File: src/design/urx_map.svh
// register indices, field positions, reset values and oversampling counts of one receive channel
`ifndef URX_MAP_SVH
`define URX_MAP_SVH
`define URX_IDX_RHR 4'h0
`define URX_IDX_IER 4'h1
`define URX_IDX_ISR 4'h2
`define URX_IDX_LCR 4'h3
`define URX_IDX_MCR 4'h4
`define URX_IDX_LSR 4'h5
`define URX_IDX_MSR 4'h6
`define URX_IDX_FEATURE_CONTROL_REG 4'h8
`define URX_IDX_EFR 4'h9
`define URX_IDX_RXCNT 4'hB
`define URX_IER_RESET 8'h00
`define URX_IER_WMASK 8'hEF
`define URX_LCR_RESET 8'h00
`define URX_REG_RESET 8'h00
`define URX_LCR_DLAB 7
`define URX_LCR_PAR_EN 3
`define URX_LCR_EVEN 4
`define URX_MCR_RTS 1
`define URX_MCR_OS8 7
`define URX_EFR_ENH 4
`define URX_FEATURE_CONTROL_REG_RS485 5
`define URX_FCR_EN 0
`define URX_FCR_RXCLR 1
`define URX_OS16_BIT 5'h10
`define URX_OS8_BIT 5'h08
`define URX_OS16_HALF 5'h08
`define URX_OS8_HALF 5'h04
`define URX_TMO_EXTRA 6'h0C
`define URX_WL_BASE 4'h5
`define URX_FIFO_CAP 7'h40
`define URX_NOFIFO_CAP 7'h01
`define URX_CODE_NONE 6'h01
`define URX_CODE_LSR 6'h06
`define URX_CODE_RXRDY 6'h04
`define URX_CODE_RXTMO 6'h0C
`define URX_CODE_TXRDY 6'h02
`define URX_CODE_MSR 6'h00
`define URX_CODE_XOFF 6'h10
`define URX_CODE_FLOW 6'h20
`define URX_IDX_NONE 3'h7
`endif

File: src/design/urx_pkg.sv
// types shared by the receive channel modules
package urx_pkg;
	// receiver sequencer states
	typedef enum logic [2:0] {
		URX_IDLE,
		URX_START,
		URX_DATA,
		URX_PARITY,
		URX_STOP
	} urx_state_type;
	// one receive fifo entry: per-character error flags and data
	typedef struct packed {
		logic brk;
		logic frm;
		logic par;
		logic [7:0] data;
	} urx_rx_entry_type;
	// modem input pins, all active low
	typedef struct packed {
		logic cd_n;
		logic ri_n;
		logic dsr_n;
		logic cts_n;
	} urx_modem_type;
endpackage

File: src/design/urx_channel.sv
// one uart channel: receiver, receive fifo, line and modem status, interrupt enables and priority
//
// Decided for this implementation: the placing of the registers and register access over APB.
`timescale 1ns/10ps
`include "urx_map.svh"
module urx_channel (
	input wire logic pclk,
	input wire logic presetn,
	input wire logic pclken,
	input wire logic psel,
	input wire logic penable,
	input wire logic pwrite,
	input wire logic [31:0] paddr,
	input wire logic [31:0] pwdata,
	output logic [31:0] prdata,
	output logic pready,
	output logic pslverr,
	input wire logic rx_pin,
	input wire urx_pkg::urx_modem_type modem_pins_n,
	input wire logic thr_empty,
	input wire logic tsr_empty,
	input wire logic tx_below_trig,
	input wire logic xoff_seen,
	output logic rts_n,
	output logic tx_write,
	output logic [7:0] tx_data,
	output logic irq
);
	import urx_pkg::*;

	logic [7:0] interrupt_enable; // interrupt_enable
	logic [7:0] line_control_reg; // line_control_reg
	logic [7:0] mcr; // modem control: rts and 8x select
	logic [7:0] enhanced_feature_reg; // enhanced_feature_reg
	logic [7:0] feature_control_reg; // feature_control_reg
	logic [7:0] rxtrg; // programmable receive trigger
	logic [7:0] dll; // divisor low byte
	logic [7:0] divisor_high_byte; // divisor_high_byte
	logic fifo_en; // fifos enabled by fifo_control_reg
	logic [1:0] rx_trig_sel; // fixed trigger selector
	logic acc, wr, rd, dlab, map_ok;
	logic rhr_rd, lsr_rd, msr_rd, isr_rd, thr_wr, fifo_clr;
	logic [7:0] next_rdata; // read mux result
	logic [4:0] sync_q; // synced {rx, modem pins}
	logic rx_s, rx_prev, rx_fall;
	urx_modem_type ms_pin, ms_prev; // synced modem pins and last value
	logic [15:0] baud_cnt; // divisor down-counter
	logic tick; // one oversampling clock
	logic [4:0] bit_last, half_last, os_cnt, bt_cnt;
	urx_state_type state;
	logic [3:0] bit_idx, wl;
	logic [7:0] shreg; // rx_shift_reg
	logic par_bit, perr, rx_push, push_ok, pop, fifo_full;
	urx_rx_entry_type rx_entry, head, nxt_head;
	urx_rx_entry_type rx_mem [0:63]; // receive fifo storage
	logic [5:0] wr_ptr, rd_ptr;
	logic [6:0] level, err_cnt, fifo_cap;
	logic [7:0] trig; // active receive trigger level
	logic rx_avail, overrun, lsr_int, lsr_set;
	logic [5:0] tmo_bits, tmo_limit; // idle time in bit times
	logic bit_tick, tmo_clr, tmo_set, tmo;
	logic tx_src, tx_prev, below_prev, txrdy, tx_set;
	logic [3:0] delta, delta_set; // modem delta bits
	logic rts_prev, flow_set, flow_f, xoff_f;
	logic [6:0] pend; // pending sources, index 0 highest
	logic [2:0] cur_idx, next_idx; // serviced source held until cleared
	logic [7:0] lsr_val;

	// register index decode, used for every register
	function automatic logic hit(input logic [31:0] a, input logic [3:0] idx);
		hit = (a[31:6] == {26{1'b0}}) && (a[5:2] == idx) && (a[1:0] == 2'b00);
	endfunction
	// any error flag on a fifo entry
	function automatic logic has_err(input urx_rx_entry_type e);
		has_err = e.brk || e.frm || e.par;
	endfunction
	// highest-priority pending source
	function automatic logic [2:0] pick(input logic [6:0] p);
		pick = `URX_IDX_NONE;
		for (int i = 6; i >= 0; i--) begin
			if (p[i]) begin
				pick = 3'(i);
			end
		end
	endfunction
	// six-bit status code of a source
	function automatic logic [5:0] code_of(input logic [2:0] i);
		case (i)
			3'h0: code_of = `URX_CODE_LSR;
			3'h1: code_of = `URX_CODE_RXRDY;
			3'h2: code_of = `URX_CODE_RXTMO;
			3'h3: code_of = `URX_CODE_TXRDY;
			3'h4: code_of = `URX_CODE_MSR;
			3'h5: code_of = `URX_CODE_XOFF;
			3'h6: code_of = `URX_CODE_FLOW;
			default: code_of = `URX_CODE_NONE;
		endcase
	endfunction

	// bus strobes: effects land on the edge where pready is sampled high
	assign acc = psel && penable && pready;
	assign wr = acc && pwrite;
	assign rd = acc && !pwrite;
	assign dlab = line_control_reg[`URX_LCR_DLAB];
	assign rhr_rd = rd && hit(paddr, `URX_IDX_RHR) && !dlab;
	assign lsr_rd = rd && hit(paddr, `URX_IDX_LSR);
	assign msr_rd = rd && hit(paddr, `URX_IDX_MSR);
	assign isr_rd = rd && hit(paddr, `URX_IDX_ISR);
	assign thr_wr = wr && hit(paddr, `URX_IDX_RHR) && !dlab;
	assign fifo_clr = wr && hit(paddr, `URX_IDX_ISR) && pwdata[`URX_FCR_EN] && pwdata[`URX_FCR_RXCLR];

	// read mux; undecoded addresses answer with pslverr
	always_comb begin
		next_rdata = 8'h00;
		map_ok = 1'b1;
		if (hit(paddr, `URX_IDX_RHR)) begin
			next_rdata = dlab ? dll : (level != 7'h00 ? head.data : 8'h00);
		end else if (hit(paddr, `URX_IDX_IER)) begin
			next_rdata = dlab ? divisor_high_byte : interrupt_enable;
		end else if (hit(paddr, `URX_IDX_ISR)) begin
			next_rdata = {fifo_en, fifo_en, code_of(cur_idx)};
		end else if (hit(paddr, `URX_IDX_LCR)) begin
			next_rdata = line_control_reg;
		end else if (hit(paddr, `URX_IDX_MCR)) begin
			next_rdata = mcr;
		end else if (hit(paddr, `URX_IDX_LSR)) begin
			next_rdata = lsr_val;
		end else if (hit(paddr, `URX_IDX_MSR)) begin
			next_rdata = {~ms_pin.cd_n, ~ms_pin.ri_n, ~ms_pin.dsr_n, ~ms_pin.cts_n, delta};
		end else if (hit(paddr, `URX_IDX_FEATURE_CONTROL_REG)) begin
			next_rdata = feature_control_reg;
		end else if (hit(paddr, `URX_IDX_EFR)) begin
			next_rdata = enhanced_feature_reg;
		end else if (hit(paddr, `URX_IDX_RXCNT)) begin
			next_rdata = {1'b0, level};
		end else begin
			map_ok = 1'b0;
		end
	end

	// one wait state so prdata comes from a flop
	always_ff @(posedge pclk or negedge presetn) begin
		if (!presetn) begin
			pready <= 1'b0;
			prdata <= 32'h00000000;
			pslverr <= 1'b0;
		end else if (pclken) begin
			pready <= psel && penable && !pready;
			if (psel && penable && !pready) begin
				prdata <= pwrite ? 32'h00000000 : {24'h000000, next_rdata};
				pslverr <= !map_ok;
			end
		end
	end

	// register writes; divisors only while the latch bit is set
	always_ff @(posedge pclk or negedge presetn) begin
		if (!presetn) begin
			interrupt_enable <= `URX_IER_RESET;
			line_control_reg <= `URX_LCR_RESET;
			mcr <= `URX_REG_RESET;
			enhanced_feature_reg <= `URX_REG_RESET;
			feature_control_reg <= `URX_REG_RESET;
			rxtrg <= `URX_REG_RESET;
			dll <= `URX_REG_RESET;
			divisor_high_byte <= `URX_REG_RESET;
			fifo_en <= 1'b0;
			rx_trig_sel <= 2'b00;
		end else if (pclken && wr) begin
			if (hit(paddr, `URX_IDX_RHR) && dlab) begin
				dll <= pwdata[7:0];
			end
			if (hit(paddr, `URX_IDX_IER)) begin
				if (dlab) begin
					divisor_high_byte <= pwdata[7:0];
				end else begin
					interrupt_enable <= pwdata[7:0] & `URX_IER_WMASK;
				end
			end
			if (hit(paddr, `URX_IDX_ISR)) begin
				fifo_en <= pwdata[`URX_FCR_EN];
				// other fifo control bits only take with the enable bit
				if (pwdata[`URX_FCR_EN]) begin
					rx_trig_sel <= pwdata[7:6];
				end
			end
			if (hit(paddr, `URX_IDX_LCR)) line_control_reg <= pwdata[7:0];
			if (hit(paddr, `URX_IDX_MCR)) mcr <= pwdata[7:0];
			if (hit(paddr, `URX_IDX_FEATURE_CONTROL_REG)) feature_control_reg <= pwdata[7:0];
			if (hit(paddr, `URX_IDX_EFR)) enhanced_feature_reg <= pwdata[7:0];
			if (hit(paddr, `URX_IDX_RXCNT)) rxtrg <= pwdata[7:0];
		end
	end

	// transmit byte handed to the transmitter, plus rts pin
	always_ff @(posedge pclk or negedge presetn) begin
		if (!presetn) begin
			tx_write <= 1'b0;
			tx_data <= 8'h00;
			rts_n <= 1'b1;
			rts_prev <= 1'b1;
		end else if (pclken) begin
			tx_write <= thr_wr;
			if (thr_wr) begin
				tx_data <= pwdata[7:0];
			end
			rts_n <= ~mcr[`URX_MCR_RTS];
			rts_prev <= rts_n;
		end
	end

	// pins cross into pclk here; nothing reads the first stage
	urx_sync #(.WIDTH(5)) u_sync (
		.clk(pclk),
		.rst_n(presetn),
		.ce(pclken),
		.d({rx_pin, modem_pins_n}),
		.q(sync_q)
	);
	assign rx_s = sync_q[4];
	assign ms_pin = urx_modem_type'(sync_q[3:0]);
	assign rx_fall = rx_prev && !rx_s;

	// oversampling clock from the divisor; zero behaves as one
	always_ff @(posedge pclk or negedge presetn) begin
		if (!presetn) begin
			baud_cnt <= 16'h0000;
			tick <= 1'b0;
			rx_prev <= 1'b1;
		end else if (pclken) begin
			rx_prev <= rx_s;
			tick <= (baud_cnt == 16'h0000);
			if (baud_cnt == 16'h0000) begin
				baud_cnt <= ({divisor_high_byte, dll} == 16'h0000) ? 16'h0000 : {divisor_high_byte, dll} - 16'h0001;
			end else begin
				baud_cnt <= baud_cnt - 16'h0001;
			end
		end
	end
	assign bit_last = (mcr[`URX_MCR_OS8] ? `URX_OS8_BIT : `URX_OS16_BIT) - 5'h01;
	assign half_last = (mcr[`URX_MCR_OS8] ? `URX_OS8_HALF : `URX_OS16_HALF) - 5'h01;
	assign wl = `URX_WL_BASE + {2'b00, line_control_reg[1:0]};
	// odd parity wants the xor of data and parity bit to be one
	assign perr = line_control_reg[`URX_LCR_PAR_EN] && ((^shreg) ^ par_bit ^ !line_control_reg[`URX_LCR_EVEN]);

	// receive sequencer; stop sampled at its centre, then idle
	always_ff @(posedge pclk or negedge presetn) begin
		if (!presetn) begin
			state <= URX_IDLE;
			os_cnt <= 5'h00;
			bit_idx <= 4'h0;
			shreg <= 8'h00;
			par_bit <= 1'b0;
			rx_push <= 1'b0;
			rx_entry <= '0;
		end else if (pclken) begin
			rx_push <= 1'b0;
			case (state)
				URX_IDLE: begin
					if (rx_fall) begin
						state <= URX_START;
						os_cnt <= 5'h00;
						shreg <= 8'h00;
						par_bit <= 1'b0;
					end
				end
				URX_START: if (tick) begin
					if (os_cnt == half_last) begin
						os_cnt <= 5'h00;
						bit_idx <= 4'h0;
						// a glitch shorter than half a bit is dropped here
						state <= rx_s ? URX_IDLE : URX_DATA;
					end else begin
						os_cnt <= os_cnt + 5'h01;
					end
				end
				URX_DATA: if (tick) begin
					if (os_cnt == bit_last) begin
						os_cnt <= 5'h00;
						shreg[bit_idx[2:0]] <= rx_s;
						bit_idx <= bit_idx + 4'h1;
						if (bit_idx == wl - 4'h1) begin
							state <= line_control_reg[`URX_LCR_PAR_EN] ? URX_PARITY : URX_STOP;
						end
					end else begin
						os_cnt <= os_cnt + 5'h01;
					end
				end
				URX_PARITY: if (tick) begin
					if (os_cnt == bit_last) begin
						os_cnt <= 5'h00;
						par_bit <= rx_s;
						state <= URX_STOP;
					end else begin
						os_cnt <= os_cnt + 5'h01;
					end
				end
				URX_STOP: if (tick) begin
					if (os_cnt == bit_last) begin
						rx_push <= 1'b1;
						rx_entry.data <= shreg;
						rx_entry.frm <= !rx_s;
						rx_entry.par <= perr;
						rx_entry.brk <= (shreg == 8'h00) && !par_bit && !rx_s;
						state <= URX_IDLE;
					end else begin
						os_cnt <= os_cnt + 5'h01;
					end
				end
				default: state <= URX_IDLE;
			endcase
		end
	end

	// receive fifo; without fifo mode it holds a single character
	assign fifo_cap = fifo_en ? `URX_FIFO_CAP : `URX_NOFIFO_CAP;
	assign fifo_full = (level >= fifo_cap);
	assign push_ok = rx_push && !fifo_full;
	assign pop = rhr_rd && (level != 7'h00);
	assign head = rx_mem[rd_ptr];
	assign nxt_head = rx_mem[rd_ptr + 6'h01];
	always_ff @(posedge pclk) begin
		if (pclken && push_ok) begin
			rx_mem[wr_ptr] <= rx_entry;
		end
	end
	// pointers, level and count of errored entries
	always_ff @(posedge pclk or negedge presetn) begin
		if (!presetn) begin
			wr_ptr <= 6'h00;
			rd_ptr <= 6'h00;
			level <= 7'h00;
			err_cnt <= 7'h00;
		end else if (pclken) begin
			if (fifo_clr) begin
				wr_ptr <= 6'h00;
				rd_ptr <= 6'h00;
				level <= 7'h00;
				err_cnt <= 7'h00;
			end else begin
				wr_ptr <= wr_ptr + {5'h00, push_ok};
				rd_ptr <= rd_ptr + {5'h00, pop};
				level <= level + {6'h00, push_ok} - {6'h00, pop};
				err_cnt <= err_cnt + {6'h00, push_ok && has_err(rx_entry)} - {6'h00, pop && has_err(head)};
			end
		end
	end
	// head flags only describe the head; summary counts all
	assign lsr_val = {err_cnt != 7'h00, thr_empty && tsr_empty, thr_empty,
		(level != 7'h00) && head.brk, (level != 7'h00) && head.frm,
		(level != 7'h00) && head.par, overrun, level != 7'h00};

	// line status interrupt: on arrival and again at the head
	assign lsr_set = (push_ok && has_err(rx_entry)) || (rx_push && fifo_full) ||
		(pop && (level > 7'h01) && has_err(nxt_head));
	always_ff @(posedge pclk or negedge presetn) begin
		if (!presetn) begin
			overrun <= 1'b0;
			lsr_int <= 1'b0;
		end else if (pclken) begin
			// a new event in the read cycle survives the read
			if (rx_push && fifo_full) overrun <= 1'b1;
			else if (lsr_rd) overrun <= 1'b0;
			if (lsr_set) lsr_int <= 1'b1;
			else if (lsr_rd) lsr_int <= 1'b0;
		end
	end

	// receive trigger: fixed table or the programmable level
	assign trig = (feature_control_reg[7:6] == 2'b11) ? rxtrg :
		(rx_trig_sel == 2'b00) ? 8'h01 : (rx_trig_sel == 2'b01) ? 8'h04 :
		(rx_trig_sel == 2'b10) ? 8'h08 : 8'h0E;
	assign rx_avail = fifo_en ? ({1'b0, level} >= trig) : (level != 7'h00);

	// idle timer in bit times; any line or fifo activity restarts it
	assign tmo_limit = {wl, 2'b00} + `URX_TMO_EXTRA;
	assign bit_tick = tick && (bt_cnt == bit_last);
	assign tmo_clr = !fifo_en || (level == 7'h00) || rx_avail || push_ok || pop || (state != URX_IDLE);
	assign tmo_set = bit_tick && !tmo_clr && (tmo_bits == tmo_limit - 6'h01);
	always_ff @(posedge pclk or negedge presetn) begin
		if (!presetn) begin
			bt_cnt <= 5'h00;
			tmo_bits <= 6'h00;
			tmo <= 1'b0;
		end else if (pclken) begin
			if (tick) bt_cnt <= (bt_cnt == bit_last) ? 5'h00 : bt_cnt + 5'h01;
			if (tmo_clr) tmo_bits <= 6'h00;
			else if (bit_tick && tmo_bits != tmo_limit) tmo_bits <= tmo_bits + 6'h01;
			if (tmo_set) tmo <= 1'b1;
			else if (rhr_rd) tmo <= 1'b0;
		end
	end

	// transmit ready: threshold crossing and empty; half-duplex waits for shifter
	assign tx_src = feature_control_reg[`URX_FEATURE_CONTROL_REG_RS485] ? (thr_empty && tsr_empty) : thr_empty;
	assign tx_set = (tx_src && !tx_prev) || (fifo_en && tx_below_trig && !below_prev);
	// modem deltas; trailing ring edge is high-to-low of the status
	assign delta_set = {ms_pin.cd_n ^ ms_prev.cd_n, ms_pin.ri_n && !ms_prev.ri_n,
		ms_pin.dsr_n ^ ms_prev.dsr_n, ms_pin.cts_n ^ ms_prev.cts_n};
	assign flow_set = enhanced_feature_reg[`URX_EFR_ENH] && ((interrupt_enable[7] && ms_pin.cts_n && !ms_prev.cts_n) ||
		(interrupt_enable[6] && rts_n && !rts_prev));
	always_ff @(posedge pclk or negedge presetn) begin
		if (!presetn) begin
			tx_prev <= 1'b0;
			below_prev <= 1'b0;
			txrdy <= 1'b0;
			ms_prev <= 4'hF;
			delta <= 4'h0;
			flow_f <= 1'b0;
			xoff_f <= 1'b0;
		end else if (pclken) begin
			tx_prev <= tx_src;
			below_prev <= tx_below_trig;
			ms_prev <= ms_pin;
			if (tx_set) txrdy <= 1'b1;
			else if (thr_wr || (isr_rd && cur_idx == 3'h3)) txrdy <= 1'b0;
			delta <= delta_set | (msr_rd ? 4'h0 : delta);
			if (flow_set) flow_f <= 1'b1;
			else if (msr_rd) flow_f <= 1'b0;
			if (xoff_seen) xoff_f <= 1'b1;
			else if (isr_rd && cur_idx == 3'h5) xoff_f <= 1'b0;
		end
	end

	// enabled sources in priority order
	assign pend = {flow_f && (interrupt_enable[7] || interrupt_enable[6]) && enhanced_feature_reg[`URX_EFR_ENH],
		xoff_f && interrupt_enable[5] && enhanced_feature_reg[`URX_EFR_ENH],
		(delta != 4'h0) && interrupt_enable[3],
		txrdy && interrupt_enable[1],
		tmo && interrupt_enable[0],
		rx_avail && interrupt_enable[0],
		lsr_int && interrupt_enable[2]};
	// the reported source stays until its own clearing action
	assign next_idx = (cur_idx == `URX_IDX_NONE || !pend[cur_idx]) ? pick(pend) : cur_idx;
	always_ff @(posedge pclk or negedge presetn) begin
		if (!presetn) begin
			cur_idx <= `URX_IDX_NONE;
			irq <= 1'b0;
		end else if (pclken) begin
			cur_idx <= next_idx;
			irq <= (next_idx != `URX_IDX_NONE);
		end
	end
endmodule

File: src/design/urx_sync.sv
// two-stage synchroniser for asynchronous pin inputs
`timescale 1ns/10ps
module urx_sync #(
	parameter int WIDTH = 5
) (
	input wire logic clk,
	input wire logic rst_n,
	input wire logic ce,
	input wire logic [WIDTH-1:0] d,
	output logic [WIDTH-1:0] q
);
	logic [WIDTH-1:0] meta; // first stage, read only by q
	// pins idle high; both stages reset to that level
	always_ff @(posedge clk or negedge rst_n) begin
		if (!rst_n) begin
			meta <= {WIDTH{1'b1}};
			q <= {WIDTH{1'b1}};
		end else if (ce) begin
			meta <= d;
			q <= meta;
		end
	end
endmodule

File: config.mk
export PLATFORM = sky130hd
export DESIGN_NAME = urx_channel
export DESIGN_NICKNAME = d
export VERILOG_FILES = /design/src/design/urx_pkg.sv /design/src/design/urx_channel.sv /design/src/design/urx_sync.sv
export VERILOG_INCLUDE_DIRS = /design/src /design/src/design
export SDC_FILE = /design/constraint.sdc
export NUM_CORES = 1
export LEC_CHECK = 0
export BUFFER_PORTS_ARGS = -buffer_cell sky130_fd_sc_hd__buf_2
export CORE_MARGIN = 4
export CORE_UTILIZATION = 62
export CTS_CLUSTER_DIAMETER = 200
export CTS_CLUSTER_SIZE = 14
export DETAILED_ROUTE_END_ITERATION = 12
export PLACE_DENSITY = 0.79
export SLEW_MARGIN = 5
export SYNTH_ARGS = -nofsm -noshare
export SYNTH_HDL_FRONTEND = slang
export SYNTH_SLANG_ARGS = --single-unit
File: constraint.sdc
create_clock -name pclk -period 5.3 [get_ports pclk]
set_clock_uncertainty 0.05 [all_clocks]
set_input_delay 1.06 -clock pclk [delete_from_list [all_inputs] [get_ports pclk]]
set_output_delay 1.06 -clock pclk [all_outputs]
set_load 0.03 [all_outputs]
==> results of run 1 <==
==> stage by stage <==
stage | instance area, um2 | hold WS (ns) | setup slack [ns]
2_1_floorplan | 40300 | 0.358 | 0.638
3_3_place_gp | 41800 | 0.406 | 0.426
3_5_place_dp | 41800 | 0.414 | 0.338
4_1_cts | 43900 | 0.446 | 0.267
5_1_grt | 43900 | 0.463 | 0.000739
6_report | 43900 | 0.444 | 0.238
==> per-layer routing <==
layer | wire, um | up-vias | track usage [%]
li1 | - | 10700 | -
met1 | 39700 | 12900 | 41.5
met2 | 51100 | 1603 | 49.3
met3 | 10100 | 330 | 5.81
met4 | 6270 | 2 | 14.6
met5 | 13 | - | 0
==> cell usage after synthesis, drive strengths merged (20+ instances only) <==
master	instances	area [um2]
a21oi	58	290
o31ai	20	150
mux2i	83	831
dfstp	20	526
o21ai	137	686
inv	67	251
nand4	28	181
nor2	148	556
nand2b	25	156
buf	85	488
nand2	184	691
mux4	158	3560
a31oi	22	138
nand3	47	240
xnor2	30	263
a22oi	49	368
clkbuf	82	308
nor4	57	393
o22ai	27	169
nor3	69	380
edfxtp	704	21100
dfrtp	185	4630
a211oi	26	195
mux2	88	991
ha	51	638
==> cells in the final DEF (no fill, tap or decap), drive strengths merged, types with 22 or more instances in the layout <==
cell type	instances
nor3	69
a22oi	49
a21oi	58
mux4	158
edfxtp	704
a31oi	22
o22ai	27
ha	51
inv	69
nand2b	25
mux2i	83
a211oi	26
clkbuf	99
nor4	57
buf	185
conb	24
nand2	184
mux2	88
nand4	28
dfrtp	185
xnor2	30
nor2	148
o21ai	137
nand3	47
==> final cells by class <==
cell class,count,area [um2]
clock buffers,98,1960
clock inverters,6,121
fillers,4276,20400
inverters,70,263
multi-input cells,1571,12900
flip-flops and latches,909,26300
well taps,855,1070
repair buffers,186,1280
==> report_power, final <==
| group | total [mW] | internal (mW) | switching, mW |
|---|---|---|---|
| registers | 7.95 | 7.76 | 0.193 |
| clock network | 5.07 | 2.61 | 2.46 |
| logic | 1.25 | 0.490 | 0.763 |
==> kinds of logic (layout without fill, tap and decap cells) <==
kind of cell | count (synthesis) | count (layout) | share of synthesized area, %
fa+ha+maj | 53 | 53 | 1.69
mux | 329 | 329 | 13.4
other cells | 1 | 24 | 0.00933
compound gates | 465 | 465 | 7.67
xor+xnor | 47 | 47 | 1.02
simple gates | 653 | 653 | 8.15
flops | 909 | 909 | 65.4
buf+inv | 237 | 360 | 2.63
==> path summary, 6_finish.rpt <==
path / startpoint / to / slack [ns] / depth (start not counted)
worst max-delay path: rd_ptr[0] / err_cnt[6] / 0.24 / 18
worst min-delay path: tx_write / tx_write / 0.44 / 1
worst max register to register: rd_ptr[0] / err_cnt[6] / 0.24 / 18
worst min register to register: tx_write / tx_write / 0.44 / 1
max in group asynchronous: presetn / rd_ptr[0] / 3.59 / 2
min in group asynchronous: presetn / baud_cnt[15] / 0.50 / 1
==> timing repair <==
action,CTS,global route
hold buffers,0,0
buffers inserted,0,1
setup endpoints to repair,0,1
resized for setup,0,2
endpoints found under the hold margin,0,0
==> flow_summary.json, run 1 <==
{
  "dp_hpwl_um": 70900,
  "utilization_pct": 68.3,
  "fin_crit_ns": 5.06,
  "grt-ovfl-total": 0,
  "ys_seq_area_share_pct": 65.4,
  "avgRoutedWirePerCell_um": 29.0,
  "critPathTopFamily": "compound AO/OA/AOI/OAI gates",
  "rows": 93,
  "ys_seq_elements": 909,
  "yosysWarnings": 0,
  "viasPerCell": 6.91,
  "start_util_pct": 62.4,
  "crit_arrival_ns": 5.56,
  "die_x_um": 263,
  "clk_pin_slew_ns": 0.07,
  "grt_pass1_wl_um": 162000,
  "tightest_slew_ns": 1.31,
  "diodes": 0,
  "cap_viol_max_count": 0,
  "power_per_cell_area_nw_per_um2": 325,
  "fin_setup_tns_ns": 0,
  "core-area_um2": 64300,
  "vias": 25500,
  "io_buffers": 75,
  "max_stage_delay_ns": 0.77,
  "hold_violations": 0,
  "globalplace.congestion": 0.978,
  "drt_iter0_drc": 3137,
  "ant_nets": 0,
  "p_leak_nw": 16.1,
  "grt_max_degree": 119,
  "slew_viol_final": 0,
  "required_ns": 5.79,
  "grt_pass1_vias": 25500,
  "syn-cell-area_um2": 40200,
  "synth_ff_type": "edfxtp_1",
  "rsz0062_at_grt": "no",
  "post_route_cells_drive_above_1_share_pct": 20.2,
  "clock_latency_ns": 0.66,
  "synth_cells": 2694,
  "power_mw": 14.3,
  "h-tree-depth": 3,
  "vdd.ir_drop.worst_mv": 0.322,
  "fp.dieH_um": 263,
  "cts.path.max_buffers": 3,
  "worstHoldPathType": "reg2reg",
  "worst_setup_path_end_kind": "flop",
  "top_regs": "rx_mem (704), baud_cnt (16), rx_entry (11)",
  "die_area_um2": 68900,
  "cts_inserted_buffers": 74,
  "largest_reg_flops": 704,
  "routed_wl_um": 107000,
  "cts_tree": "built",
  "crit_chain": "mux4_2 > a221oi_1 > nand4_1 > nor3_1 > nand2_1 > o311a_1 > ha_1 > inv_1 > ha_1 > inv_1 > fa_1 > nand2b_1 > a21oi_1 > o21ai_0 > a21oi_1 > nor3_1 > o31a_1 > o21ai_0",
  "io_pins": 124,
  "drc": 0,
  "start_kind": "flop",
  "track_usage_pct": 30.8,
  "synth_edf_count": 704,
  "avgSynthCellArea_um2": 14.9,
  "place_inst": 3590,
  "top_register": "rx_mem",
  "synthDistinctLibCells": 85,
  "outcome": "completed",
  "root_buffer": "clkbuf_16",
  "setup_viol": 0,
  "drt_pre_antenna_iters": 6,
  "antenna_found_initial": 2,
  "max_freq_mhz": 198,
  "synth-async-reset-ratio_pct": 22.6,
  "crit_buf_inv": 2,
  "fin_cells": 3695,
  "synthToLayoutAreaGrowth_pct": 9.34,
  "cts_sinks": 909,
  "worst-path-max-fanout": 32,
  "crit_slowest_cell": "dfrtp_4",
  "criticalPathCategory": "reg2reg",
  "final_net_count": 2944,
  "period_share_pct": 95.5,
  "maxSlewHeadroom_pct": 13.0
}
No activity file was read; power rests on OpenSTA's default activity.
==> run 2, diff against run 1 <==
--- a/config.mk
+++ b/config.mk
@@ -6,6 +6,7 @@
 export SDC_FILE = /design/constraint.sdc
 export NUM_CORES = 1
 export LEC_CHECK = 0
+export ABC_AREA = 1
 export BUFFER_PORTS_ARGS = -buffer_cell sky130_fd_sc_hd__buf_2
 export CORE_MARGIN = 4
 export CORE_UTILIZATION = 62
@@ -13,7 +14,6 @@
 export CTS_CLUSTER_SIZE = 14
 export DETAILED_ROUTE_END_ITERATION = 12
 export PLACE_DENSITY = 0.79
-export SLEW_MARGIN = 5
 export SYNTH_ARGS = -nofsm -noshare
 export SYNTH_HDL_FRONTEND = slang
 export SYNTH_SLANG_ARGS = --single-unit
==> flow_summary.json, run 2 <==
{
  "synth_top_family_by_area": "simple AND/OR/NAND/NOR gates",
  "required_ns": 5.80,
  "synth_cells": 4048,
  "final_net_count": 4218,
  "period_share_pct": 86.6,
  "cts_resized": 0,
  "worst-path-max-fanout": 19,
  "grt_pass1_vias": 29100,
  "worst_setup_path_end_kind": "flop",
  "vdd.ir_drop.worst_mv": 0.263,
  "max_freq_mhz": 218,
  "seq_area_um2": 26300,
  "maxSlewHeadroom_pct": 20.0,
  "fin_area_um2": 44800,
  "synth_top_area_cell": "edfxtp_1",
  "tightest_slew_ns": 1.19,
  "crit_chain": "clkinv_1 > buf_4 > nand3_1 > nand3_1 > nand3_1 > nand2_1 > and3_1 > a31oi_1 > ha_1 > inv_1 > ha_1 > inv_1 > fa_1 > o21ai_0 > nand2_1 > a21oi_1 > nor2_1 > xor2_1 > o21ai_0",
  "synthMostInstantiatedCell": "edfxtp_1",
  "die_x_um": 266,
  "die_area_um2": 71000,
  "dp_hpwl_um": 67300,
  "synth_commonest_cells": "704 x edfxtp_1, 696 x nand2_1, 615 x nor2_1, 440 x o21ai_0, 286 x nand3_1",
  "io_pins": 124,
  "top_register": "rx_mem",
  "dpl_cell_area_um2": 42600,
  "place_inst": 4874,
  "hold_violations": 0,
  "grt_pass1_wl_um": 164000,
  "grt_max_degree": 115,
  "vias": 30800,
  "r2r_start": "rd_ptr[3]",
  "crit_slowest_cell": "clkinv_1",
  "ys_seq_area_share_pct": 63.5,
  "worstHoldPathType": "reg2reg",
  "cts_tree": "built",
  "ant_nets": 0,
  "antenna_found_initial": 2,
  "fp.dieH_um": 266,
  "preCtsSetupSlack_ns": 0.669,
  "cts_hold_buf": 0,
  "globalplace.congestion": 0.974,
  "synthMuxAreaShare_pct": 0.0967,
  "drt_pre_antenna_iters": 6,
  "fin_crit_ns": 4.59,
  "crit_arrival_ns": 5.09,
  "synth-async-reset-ratio_pct": 22.6,
  "slew_viol_final": 0,
  "setup_viol": 0,
  "grt-ovfl-total": 0,
  "fin_cells": 4989,
  "synth_edf_count": 704,
  "max_stage_delay_ns": 0.74,
  "multi_input_area_um2": 13200,
  "syn-cell-area_um2": 41400,
  "fillers": 4806,
  "track_usage_pct": 29.8,
  "synth_xor_area_share_pct": 1.29,
  "post_route_cells_drive_above_1_share_pct": 7.76,
  "synth_area_leaders": "edfxtp_1 51%, dfrtp_1 11%, nand2_1 6.3%",
  "hold_slack_ns": 0.410,
  "fin_ws_ns": 0.710,
  "r2r_end": "err_cnt[6]",
  "fin_setup_tns_ns": 0,
  "hold_end": "u_sync.q[2]",
  "clock_latency_ns": 0.65,
  "power_per_cell_area_nw_per_um2": 338,
  "cts_sinks": 909,
  "synth_compound_area_share_pct": 11.0,
  "yosysTopAreaCellShare_pct": 51.1,
  "outcome": "completed",
  "p_leak_nw": 17.0,
  "ys_seq_elements": 909,
  "root_buffer": "clkbuf_16",
  "cpMostUsedCell": "nand3_1",
  "holdPathStages": 2,
  "start_util_pct": 62.7,
  "synth_ff_type": "edfxtp_1",
  "synthToLayoutAreaGrowth_pct": 8.15,
  "avgSynthCellArea_um2": 10.2,
  "largest_reg_flops": 704,
  "cap_viol_max_count": 0,
  "viasPerCell": 6.18,
  "yosysWarnings": 0,
  "r2r_slack_ns": 0.71,
  "power_mw": 15.1,
  "start_kind": "flop",
  "avgRoutedWirePerCell_um": 21.4,
  "yosys.area_share.simple_pct": 17.6,
  "top_regs": "rx_mem (704), baud_cnt (16), rx_entry (11)",
  "core-area_um2": 66000,
  "cts.path.max_buffers": 3,
  "synth-adder-area-share_pct": 1.64,
  "r2r_cells": 19,
  "cts_setup_buffers": 0,
  "final_cell_mix": "704 x edfxtp_1, 696 x nand2_1, 615 x nor2_1, 440 x o21ai_0, 286 x nand3_1",
  "cts_inserted_buffers": 74,
  "layout_commonest_cell": "edfxtp_1",
  "drc": 0,
  "utilization_pct": 67.8,
  "rsz0062_at_grt": "no",
  "h-tree-depth": 3,
  "clk_pin_slew_ns": 0.07,
  "drt_iter0_drc": 4571,
  "criticalPathCategory": "reg2reg",
  "min_from": "u_sync.meta[2]",
  "routed_wl_um": 107000,
  "rows": 94,
  "io_buffers": 75,
  "synthDistinctLibCells": 67,
  "diodes": 0
}
run 2: cell count changes in the layout (fill, tap and decap cells not counted), sizes merged, moves of 51 or more:
cell and change:
a21oi +82, nor2 +480, inv +187, o211ai +56, mux4 -158, mux2 -88
nand2 +519, nand3 +242, o21ai +312, mux2i -79, o22ai +51
run 2: cells by family after synthesis:
group / count (synthesis)
AO/OA/AOI/OAI: 810
XOR/XNOR: 59
flip-flops: 909
buffers and inverters: 476
adder cells (fa/ha/maj): 53
AND/OR/NAND/NOR: 1736
multiplexers: 4
other: 1
run 2: power by group:
group          leakage [nW]  total (mW)  switching [mW]  internal (mW)
Clock                  1.01        5.10            2.47           2.64
Sequential             8.95        8.05           0.204           7.84
Combinational          6.99        1.99            1.29          0.694
Total                  17.0        15.1            3.96           11.2
run 2: worst max-delay path, delay by kind of cell, from the launching register on:
family          cells  cell delay, ns
compound gates      4            0.77
fa+ha+maj           3            0.80
xor+xnor            1            0.14
buf+inv             4            1.34
simple gates        7            0.91
flops               1            0.49
run 2: routing by layer:
layer  vias to the layer above  share of wire [%]  GRT usage, %
li1                      14100                  -             -
met1                     14700                 39          42.2
met2                      1769                 46          47.2
met3                       252                 11          5.46
met4                         2                3.4          10.6
met5                         -              0.012             0
run 2: cell type report:
type,count,area share [%]
clock buffer,109,4.48
sequential,909,58.8
inverter,258,2.19
multi-input combinational,2686,29.4
timing repair buffer,157,2.43
clock inverter,6,0.280
tap,864,2.42
run 2: how the worst max path moves through the flow:
stage	from	to	slack, ns	depth (start not counted)
global placement	paddr[1]	level[6]	0.80	23
floorplan	paddr[8]	err_cnt[6]	1.31	21
CTS	rd_ptr[0]	err_cnt[6]	0.80	23
finish	rd_ptr[3]	err_cnt[6]	0.71	19
detailed placement	paddr[1]	level[6]	0.67	23
global route	rd_ptr[0]	err_cnt[6]	0.46	21
